--- src/tws_cfg.svh ---
`ifndef TWS_CFG_SVH
`define TWS_CFG_SVH
`define TWS_IDX_CTRL 8'h01
`define TWS_IDX_MODE 8'h02
`define TWS_IDX_PORT 8'h04
`define TWS_IDX_PIN 8'h05
`define TWS_IDX_SHIFT 8'h10
`define TWS_IDX_ENA 8'h2E
`define TWS_IDX_REQ 8'h3B
`define TWS_B_PINSEL 0
`define TWS_B_GIE 1
`define TWS_B_CKLO 0
`define TWS_B_CKHI 1
`define TWS_B_FLOAT 2
`define TWS_B_TS 3
`define TWS_B_REQ 0
`define TWS_B_ENA 0
`define TWS_B_DIR 4
`define TWS_PRIORITY 5
`define TWS_VECTOR 16'h0001
`define TWS_DIV16 16
`define TWS_DIV128 128
`define TWS_DIV1024 1024
`define TWS_LAST_BIT 3'h7
`define TWS_RST_BYTE 8'h00
`define TWS_RST_BIT 1'b0
`define TWS_RESP_OKAY 2'h0
`define TWS_RESP_SLVERR 2'h2
`endif

--- src/tws_pkg.sv ---
package tws_pkg;
  typedef enum logic [1:0] {ST_IDLE, ST_ARM, ST_RUN} tws_state_e;
  typedef logic [1:0] tws_clksel_t;
endpackage : tws_pkg

--- src/tws_serial_shifter.sv ---
`timescale 1ns/1ps
`default_nettype none
`include "tws_cfg.svh"
module tws_serial_shifter (
  input wire logic sys_clk, // 25 MHz clock
  input wire logic resetn, // Async reset
  input wire logic [31:0] s_axi_awaddr, // Write address
  input wire logic s_axi_awvalid, // Write address valid
  output logic s_axi_awready, // Write address ready
  input wire logic [31:0] s_axi_wdata, // Write data
  input wire logic [3:0] s_axi_wstrb, // Write strobes
  input wire logic s_axi_wvalid, // Write data valid
  output logic s_axi_wready, // Write data ready
  output logic [1:0] s_axi_bresp, // Write response
  output logic s_axi_bvalid, // Write response valid
  input wire logic s_axi_bready, // Write response ready
  input wire logic [31:0] s_axi_araddr, // Read address
  input wire logic s_axi_arvalid, // Read address valid
  output logic s_axi_arready, // Read address ready
  output logic [31:0] s_axi_rdata, // Read data
  output logic [1:0] s_axi_rresp, // Read response
  output logic s_axi_rvalid, // Read data valid
  input wire logic s_axi_rready, // Read data ready
  input wire logic sckIn, // Clock pin level
  output logic sckOut, // Clock pin drive
  output logic sckOe, // Clock pin enable
  input wire logic soIn, // Output pin level
  output logic soOut, // Output pin drive
  output logic soOe, // Output pin enable
  input wire logic siIn, // Input pin level
  output logic siOut, // Input pin drive
  output logic siOe, // Input pin enable
  input wire logic standbyStop, // Oscillator stopped
  input wire logic irqAck, // Interrupt serviced
  output logic irq // Completion interrupt
);
  logic awHeld_r, awHeld_nxt, wHeld_r, wHeld_nxt, bvalid_r, bvalid_nxt;
  logic rvalid_r, rvalid_nxt, awready_r, awready_nxt, wready_r, wready_nxt;
  logic arready_r, arready_nxt, strb0_r, strb0_nxt;
  logic [7:0] awIdx_r, awIdx_nxt;
  logic [7:0] wData_r, wData_nxt;
  logic [1:0] bresp_r, bresp_nxt, rresp_r, rresp_nxt;
  logic [31:0] rdata_r, rdata_nxt;
  logic wrEn, rdFire;
  logic [7:0] rdIdx, rdByte;
  logic rdHit, wrHit;

  logic pinSel_r, pinSel_nxt, float_r, float_nxt, gie_r, gie_nxt;
  logic busy_r, busy_nxt, req_r, req_nxt, ena_r, ena_nxt;
  logic soLatch_r, soLatch_nxt, sck_r, sck_nxt, irq_r, irq_nxt;
  tws_pkg::tws_clksel_t ckSel_r, ckSel_nxt;
  tws_pkg::tws_state_e state_r, state_nxt;
  logic [7:0] shift_r, shift_nxt;
  logic [2:0] bitCnt_r, bitCnt_nxt;
  logic [9:0] div_r, div_nxt, halfDiv;
  logic [2:0] portOut_r, portOut_nxt, portDir_r, portDir_nxt;
  logic [2:0] pinO_r, pinO_nxt, pinOe_r, pinOe_nxt;
  logic [2:0] pinS1_r, pinS2_r;
  logic sckPrev_r;
  logic intSel, tick, fallEv, riseEv, siBit, startReq, doneEv;

  // Bus: address and data taken in either order, answer after both
  assign wrEn = awHeld_r && wHeld_r && !bvalid_r;
  assign rdFire = s_axi_arvalid && arready_r;
  assign rdIdx = s_axi_araddr[9:2];
  function automatic logic known(input logic [7:0] idx);
    known = idx == `TWS_IDX_CTRL || idx == `TWS_IDX_MODE ||
      idx == `TWS_IDX_PORT || idx == `TWS_IDX_PIN ||
      idx == `TWS_IDX_SHIFT || idx == `TWS_IDX_ENA ||
      idx == `TWS_IDX_REQ;
  endfunction : known
  assign rdHit = known(rdIdx);
  assign wrHit = known(awIdx_r);

  always_comb begin
    rdByte = 8'h00;
    unique case (rdIdx)
      `TWS_IDX_CTRL: rdByte = {6'h00, gie_r, pinSel_r};
      `TWS_IDX_MODE: rdByte = {4'h0, busy_r, float_r, ckSel_r};
      `TWS_IDX_PORT: rdByte = {1'b0, portDir_r, 1'b0, portOut_r};
      `TWS_IDX_PIN: rdByte = {5'h00, pinS2_r};
      `TWS_IDX_SHIFT: rdByte = shift_r;
      `TWS_IDX_ENA: rdByte = {7'h00, ena_r};
      `TWS_IDX_REQ: rdByte = {7'h00, req_r};
      default: rdByte = 8'h00;
    endcase
  end

  always_comb begin
    awHeld_nxt = awHeld_r;
    awIdx_nxt = awIdx_r;
    wHeld_nxt = wHeld_r;
    wData_nxt = wData_r;
    strb0_nxt = strb0_r;
    bvalid_nxt = bvalid_r;
    bresp_nxt = bresp_r;
    rvalid_nxt = rvalid_r;
    rdata_nxt = rdata_r;
    rresp_nxt = rresp_r;
    if (s_axi_awvalid && awready_r) begin
      awHeld_nxt = 1'b1;
      awIdx_nxt = s_axi_awaddr[9:2];
    end
    if (s_axi_wvalid && wready_r) begin
      wHeld_nxt = 1'b1;
      wData_nxt = s_axi_wdata[7:0];
      strb0_nxt = s_axi_wstrb[0];
    end
    if (wrEn) begin
      awHeld_nxt = 1'b0;
      wHeld_nxt = 1'b0;
      bvalid_nxt = 1'b1;
      bresp_nxt = wrHit ? `TWS_RESP_OKAY : `TWS_RESP_SLVERR;
    end else if (bvalid_r && s_axi_bready) begin
      bvalid_nxt = 1'b0;
    end
    if (rdFire) begin
      rvalid_nxt = 1'b1;
      rdata_nxt = {24'h000000, rdByte};
      rresp_nxt = rdHit ? `TWS_RESP_OKAY : `TWS_RESP_SLVERR;
    end else if (rvalid_r && s_axi_rready) begin
      rvalid_nxt = 1'b0;
    end
    awready_nxt = !awHeld_nxt && !bvalid_nxt;
    wready_nxt = !wHeld_nxt && !bvalid_nxt;
    arready_nxt = !rvalid_nxt && !rdFire;
  end

  always_ff @(posedge sys_clk or negedge resetn) begin
    if (!resetn) begin
      awHeld_r <= 1'b0;
      awIdx_r <= 8'h00;
      wHeld_r <= 1'b0;
      wData_r <= 8'h00;
      strb0_r <= 1'b0;
      bvalid_r <= 1'b0;
      bresp_r <= 2'h0;
      rvalid_r <= 1'b0;
      rdata_r <= 32'h00000000;
      rresp_r <= 2'h0;
      awready_r <= 1'b0;
      wready_r <= 1'b0;
      arready_r <= 1'b0;
    end else begin
      awHeld_r <= awHeld_nxt;
      awIdx_r <= awIdx_nxt;
      wHeld_r <= wHeld_nxt;
      wData_r <= wData_nxt;
      strb0_r <= strb0_nxt;
      bvalid_r <= bvalid_nxt;
      bresp_r <= bresp_nxt;
      rvalid_r <= rvalid_nxt;
      rdata_r <= rdata_nxt;
      rresp_r <= rresp_nxt;
      awready_r <= awready_nxt;
      wready_r <= wready_nxt;
      arready_r <= arready_nxt;
    end
  end

  // Clock source and edge events
  assign intSel = ckSel_r != 2'b00;
  always_comb begin
    unique case (ckSel_r)
      2'b01: halfDiv = 10'(`TWS_DIV16 / 2);
      2'b10: halfDiv = 10'(`TWS_DIV128 / 2);
      default: halfDiv = 10'(`TWS_DIV1024 / 2);
    endcase
  end
  // Internal divider is held at zero while the oscillator is stopped
  assign tick = intSel && !standbyStop && div_r == halfDiv - 10'h001;
  assign fallEv = intSel ? (tick && sck_r) : (sckPrev_r && !pinS2_r[0]);
  assign riseEv = intSel ? (tick && !sck_r) : (!sckPrev_r && pinS2_r[0]);
  assign siBit = pinS2_r[2];
  assign startReq = wrEn && strb0_r && awIdx_r == `TWS_IDX_MODE &&
    wData_r[`TWS_B_TS] && pinSel_r && state_r == tws_pkg::ST_IDLE;
  assign doneEv = state_r == tws_pkg::ST_RUN && riseEv &&
    bitCnt_r == `TWS_LAST_BIT;

  always_comb begin
    pinSel_nxt = pinSel_r;
    float_nxt = float_r;
    gie_nxt = gie_r;
    ckSel_nxt = ckSel_r;
    busy_nxt = busy_r;
    req_nxt = req_r;
    ena_nxt = ena_r;
    shift_nxt = shift_r;
    soLatch_nxt = soLatch_r;
    sck_nxt = sck_r;
    bitCnt_nxt = bitCnt_r;
    state_nxt = state_r;
    portOut_nxt = portOut_r;
    portDir_nxt = portDir_r;
    div_nxt = (tick || !intSel || standbyStop) ? 10'h000 : div_r + 10'h001;
    if (wrEn && strb0_r) begin
      unique case (awIdx_r)
        `TWS_IDX_CTRL: begin
          pinSel_nxt = wData_r[`TWS_B_PINSEL];
          gie_nxt = wData_r[`TWS_B_GIE];
        end
        `TWS_IDX_MODE: begin
          ckSel_nxt = {wData_r[`TWS_B_CKHI], wData_r[`TWS_B_CKLO]};
          float_nxt = wData_r[`TWS_B_FLOAT];
        end
        `TWS_IDX_PORT: begin
          portOut_nxt = wData_r[2:0];
          portDir_nxt = wData_r[`TWS_B_DIR +: 3];
        end
        `TWS_IDX_SHIFT: if (!busy_r) shift_nxt = wData_r;
        `TWS_IDX_ENA: ena_nxt = wData_r[`TWS_B_ENA];
        `TWS_IDX_REQ: if (wData_r[`TWS_B_REQ]) req_nxt = 1'b0;
        default: ;
      endcase
    end
    if (irqAck && irq_r) req_nxt = 1'b0;
    if (startReq) begin
      busy_nxt = 1'b1;
      req_nxt = 1'b0;
      bitCnt_nxt = 3'h0;
      state_nxt = tws_pkg::ST_ARM;
    end
    // Clock changes mid-byte only stretch or cut the running pulse
    unique case (state_r)
      tws_pkg::ST_IDLE: sck_nxt = 1'b1;
      tws_pkg::ST_ARM: if (fallEv) begin
        sck_nxt = 1'b0;
        soLatch_nxt = shift_r[7];
        state_nxt = tws_pkg::ST_RUN;
      end
      tws_pkg::ST_RUN: begin
        if (fallEv) begin
          sck_nxt = 1'b0;
          soLatch_nxt = shift_r[7];
        end else if (riseEv) begin
          sck_nxt = 1'b1;
          shift_nxt = {shift_r[6:0], siBit};
          bitCnt_nxt = bitCnt_r + 3'h1;
          if (doneEv) begin
            busy_nxt = 1'b0;
            req_nxt = 1'b1;
            state_nxt = tws_pkg::ST_IDLE;
          end
        end
      end
    endcase
    if (!pinSel_r && state_r != tws_pkg::ST_IDLE) begin
      busy_nxt = 1'b0;
      state_nxt = tws_pkg::ST_IDLE;
    end
  end

  // Pin muxing; the serial output latch never sees port writes
  always_comb begin
    pinO_nxt = portOut_r;
    pinOe_nxt = portDir_r;
    if (pinSel_r) begin
      pinO_nxt = {1'b0, soLatch_r, sck_r};
      pinOe_nxt = {1'b0, !float_r, intSel};
    end
    irq_nxt = req_r && ena_r && gie_r;
  end

  always_ff @(posedge sys_clk or negedge resetn) begin
    if (!resetn) begin
      pinSel_r <= `TWS_RST_BIT;
      float_r <= `TWS_RST_BIT;
      gie_r <= `TWS_RST_BIT;
      ckSel_r <= 2'b00;
      busy_r <= `TWS_RST_BIT;
      req_r <= `TWS_RST_BIT;
      ena_r <= `TWS_RST_BIT;
      shift_r <= `TWS_RST_BYTE;
      soLatch_r <= `TWS_RST_BIT;
      sck_r <= 1'b1;
      bitCnt_r <= 3'h0;
      state_r <= tws_pkg::ST_IDLE;
      div_r <= 10'h000;
      portOut_r <= 3'h0;
      portDir_r <= 3'h0;
      pinO_r <= 3'h0;
      pinOe_r <= 3'h0;
      irq_r <= 1'b0;
      pinS1_r <= 3'h7;
      pinS2_r <= 3'h7;
      sckPrev_r <= 1'b1;
    end else begin
      pinSel_r <= pinSel_nxt;
      float_r <= float_nxt;
      gie_r <= gie_nxt;
      ckSel_r <= ckSel_nxt;
      busy_r <= busy_nxt;
      req_r <= req_nxt;
      ena_r <= ena_nxt;
      shift_r <= shift_nxt;
      soLatch_r <= soLatch_nxt;
      sck_r <= sck_nxt;
      bitCnt_r <= bitCnt_nxt;
      state_r <= state_nxt;
      div_r <= div_nxt;
      portOut_r <= portOut_nxt;
      portDir_r <= portDir_nxt;
      pinO_r <= pinO_nxt;
      pinOe_r <= pinOe_nxt;
      irq_r <= irq_nxt;
      pinS1_r <= {siIn, soIn, sckIn};
      pinS2_r <= pinS1_r;
      sckPrev_r <= pinS2_r[0];
    end
  end

  assign s_axi_awready = awready_r;
  assign s_axi_wready = wready_r;
  assign s_axi_bvalid = bvalid_r;
  assign s_axi_bresp = bresp_r;
  assign s_axi_arready = arready_r;
  assign s_axi_rvalid = rvalid_r;
  assign s_axi_rdata = rdata_r;
  assign s_axi_rresp = rresp_r;
  assign {siOut, soOut, sckOut} = pinO_r;
  assign {siOe, soOe, sckOe} = pinOe_r;
  assign irq = irq_r;
endmodule : tws_serial_shifter
`default_nettype wire

--- config.mk ---
export PLATFORM = sky130hd
export DESIGN_NAME = tws_serial_shifter
export DESIGN_NICKNAME = d
export VERILOG_FILES = /design/src/tws_pkg.sv /design/src/tws_serial_shifter.sv
export VERILOG_INCLUDE_DIRS = /design/src /design/src/src
export SDC_FILE = /design/constraint.sdc
export NUM_CORES = 1
export LEC_CHECK = 0
export BUFFER_PORTS_ARGS = -buffer_cell sky130_fd_sc_hd__clkbuf_2
export CAP_MARGIN = 30
export CELL_PAD_IN_SITES_DETAIL_PLACEMENT = 0
export CELL_PAD_IN_SITES_GLOBAL_PLACEMENT = 1
export CORE_MARGIN = 3
export CORE_UTILIZATION = 37
export CTS_CLUSTER_DIAMETER = 40
export DETAILED_ROUTE_END_ITERATION = 6
export PLACE_DENSITY = 0.89
export SYNTH_ARGS = -nofsm -noshare
export SYNTH_HDL_FRONTEND = slang
export SYNTH_SLANG_ARGS = --single-unit
--- constraint.sdc ---
create_clock -name sys_clk -period 2.5 [get_ports sys_clk]
set_input_delay 0.125 -clock sys_clk [delete_from_list [all_inputs] [get_ports sys_clk]]
set_output_delay 0.125 -clock sys_clk [all_outputs]
set_load 0.05 [all_outputs]
==> metrics.md <==
| Metric | Value |
|---|---|
| Outcome | finished clean |
| Diodes inserted | 0 |
| Nets@finish | 572 |
| Crit path max-delay cell type | or4_4 |
| Critical Path RT | roughly 2.7 ns |
| NetSw | ~1.5 mW |
| Worst hold path class | primary input to register |
| Seq/Total Area, Yosys | 0.525 |
| Worst path arrival time | 2.58 ns |
| Clk slew on worst S/H paths | about 0.06 ns |
| Max Clock Skew | 0.00741 ns |
| Die width | 112 um |
| Compound-Gate Fraction of Synth Area | 0.0950 |
| Worst hold margin | approximately 0.015 ns |
| Synth Area in XOR/XNOR | 0.0189 |
| EDFF count, synth | 0 |
| Worst-Margin Slew | a little under 0.7 ns |
| Post-synthesis mux area share | 0.115 |
| Cells taking the most area after synthesis | dfrtp_1, mux2_2, dfstp_2 |
| Most common cell after layout, fill and taps aside | dfrtp_1 |
| Port buffer count | 58 |
| CP Cell Sequence | inv_1 > ha_1 > or4b_1 > a211o_1 > or4_4 > nor4_2 > o22ai_1 |
| Fillers | about 1.0k |
| Register Area | 2190 um^2 |
| Yosys cell types | 54 |
| Adder-cell share of the synthesized area | 0.0240 |
| DIE AREA | 12,600 um^2 |
| Die Y | roughly 110 um |
| Global-route wire length before repair | approximately 15,000 um |
| Commonest non-fill, non-tap cells in the layout | dfrtp_1, clkbuf_2, nand2_1, mux2_2, conb_1 |
| Final Hold Fails | 0 |
| Combinational power share | 0.245 |
| Rel. slew slack | 0.546 |
| DP Wirelength | around 6500 um |
| Mapped cell area | between 4000 and 5000 um^2 |
| FP Rows | 38 |
| Synth-to-Final Area Change | 19.0% |
| Seq cells post-synth | between 80 and 90 |
| Syn Area/Cell | about 11 um^2 |
| Longest Clk Path Bufs | 2 |
| Initial antenna violation count | 0 |
| I/O Pins | 160 |
| Vias in the first global route | around 2.9k |
| Worst-Skew Late Latency | around 0.34 ns |
| Post-synthesis cell count | around 380 |
| Final Setup Violations | 0 |
| Gr ovfl total | 0 |
| Crit-path max cell delay | roughly 0.47 ns |
| Slew Limit Fails | 0 |
| Seq pwr share | 0.446 |
| H-tree depth | 3 |
| Yosys warnings | 0 |
| Routability Congestion | 0.773 |
| Multi-input logic area | 1800 um^2 |
| Routed vias/inst | a little under 5 |
| Post-synth top area share | 0.475 |
| Clk root buf | clkbuf_16 |
| Total internal power | 2.99 mW |
| RSZ-0062 raised after global routing | no |
| Worst Path Buf+Inv | 1 |
| Initial core utilization | 0.381 |
| Post-Synth Simple-Gate Area | 0.155 |
| Max Fclk | 422 MHz |
| Design area | approximately 5000 um^2 |
| Switching Share | 0.331 |
| Total Wirelength | approximately 8600 um |
| Final ANT Viol Nets | 0 |
| Max rail drop VDD | about 0.7 mV |
| Combinational family with the most area after synthesis | simple AND/OR/NAND/NOR gates |
| Kind of launch point of the worst setup path | register |
| CP delay by family, top | simple AND/OR/NAND/NOR gates |
| CP Class | register to register |
| Post-DP Area | 4580 um^2 |
| Remaining DRCs | 0 |
| Via Count | 2,957 |
| Final core utilization | 0.453 |
| Crit end category | register |
| CTS tree | done |
| Final period util | 0.947 |
| Drt first-iter violations | around 130 |
| Clock sink count | between 80 and 90 |
| Async SR Flop Fraction | 1.00 |
| Place WS | about 0.057 ns |
| Synth area leader | dfrtp_1 |
| Min Clock Period, post-route | 2.37 ns |
| Core ar. | ~11,000 um^2 |
| Share of cells above drive strength 1 | 0.300 |
| Largest net degree at the start of global routing | 55 |
| PD cells | 903 nW/um^2 |
| Leak | between 2 and 2.5 nW |
| Top_reg_cell synth | dfrtp_1 |
| Wirelength per Cell | between 10 and 15 um |
| Worst Slack Setup Final | about 0.13 ns |
| Max_cap viols | 0 |
| CP max FO | 4 |
| Total global-route track usage | 0.143 |
| Inserted Clock Buffers | 9 |
| DR pass1 iterations | 4 |
| Setup_tns | 0 ns |
| Clock Power Share | 0.309 |
cell usage after synthesis, types with 6 or more instances:
| cell | n |
|---|---|
| dfrtp_1 | 79 |
| dfstp_2 | 8 |
| ha_1 | 8 |
| nor2b_1 | 6 |
| nor2_1 | 23 |
| nand3_1 | 12 |
| inv_1 | 12 |
| o21ai_0 | 22 |
| mux2i_1 | 13 |
| nand2_1 | 33 |
| a21oi_1 | 6 |
| buf_4 | 26 |
| nor3_1 | 9 |
| mux2_2 | 31 |
layout make-up:
| type | count | area share |
|---|---|---|
| clock buffers | 11 | 0.0510 |
| clock inverters | 5 | 0.0129 |
| inverters | 12 | 0.00909 |
| multi-input cells | 267 | 0.363 |
| flip-flops and latches | 87 | 0.441 |
| well taps | 140 | 0.0354 |
| repair buffers | 75 | 0.0874 |
flip-flops by register name, summed over array words and instances, names as in the netlist, 2 cells and up:
register	cells
portDir_r	3
pinO_r	3
pinOe_r	3
state_r	2
bitCnt_r	3
wData_r	8
div_r	10
s_axi_rdata	8
ckSel_r	2
shift_r	8
portOut_r	3
pinS2_r	3
pinS1_r	3
awIdx_r	8
power by group through the flow:
stage | Sequential (mW) | Combinational [mW] | Clock [mW]
2_1_floorplan | 2.11 | 0.709 | 0
4_1_cts | 2.00 | 1.10 | 1.42
6_report | 1.99 | 1.09 | 1.38
3_3_place_gp | 2.00 | 1.05 | 0
5_1_grt | 2.05 | 1.20 | 1.48
3_5_place_dp | 2.02 | 1.09 | 0
timing repair:
| item | 4_1_cts | 5_1_grt |
|---|---|---|
| resized for setup | 0 | 0 |
| buffers inserted | 0 | 1 |
| endpoints found under the setup margin | 0 | 6 |
| endpoints found under the hold margin | 49 | 0 |
| hold buffers | 5 | 0 |
worst paths after layout:
check                              from             to  slack [ns]  depth (start not counted)
min                        s_axi_rready  s_axi_arready        0.02                          2
max                          ckSel_r[1]     state_r[1]        0.13                          7
min in group asynchronous        resetn            irq        0.37                          2
max in group asynchronous        resetn     pinS1_r[2]        1.39                          3
max reg2reg                  ckSel_r[1]     state_r[1]        0.13                          7
min reg2reg                  pinS1_r[0]     pinS2_r[0]        0.35                          0
metal layers:
metal  up-vias  global-route usage  share of wire
met5         -                   0              0
met3        11              0.0243          0.053
met4         0              0.0625          0.019
li1       1433                   -              -
met2        90               0.215           0.47
met1      1423               0.205           0.46
logic make-up (layout without fill, tap and decap cells):
logic type / count (synthesis) / after routing
and+or+nand+nor: 120 / 120
other: 1 / 26
xor gates and xnor gates: 9 / 9
DFF: 87 / 87
muxes: 44 / 44
buffers and inverters: 46 / 103
adders and majority gates: 8 / 8
AOI/OAI and AO/OA: 60 / 60
stage by stage:
stage	total power [mW]	std cells
after global placement	3.05	575
final	4.47	597
after CTS	4.52	596
after floorplan	2.81	400
after global routing	4.73	597
after detailed placement	3.11	575
No activity file was read; power rests on OpenSTA's default activity.
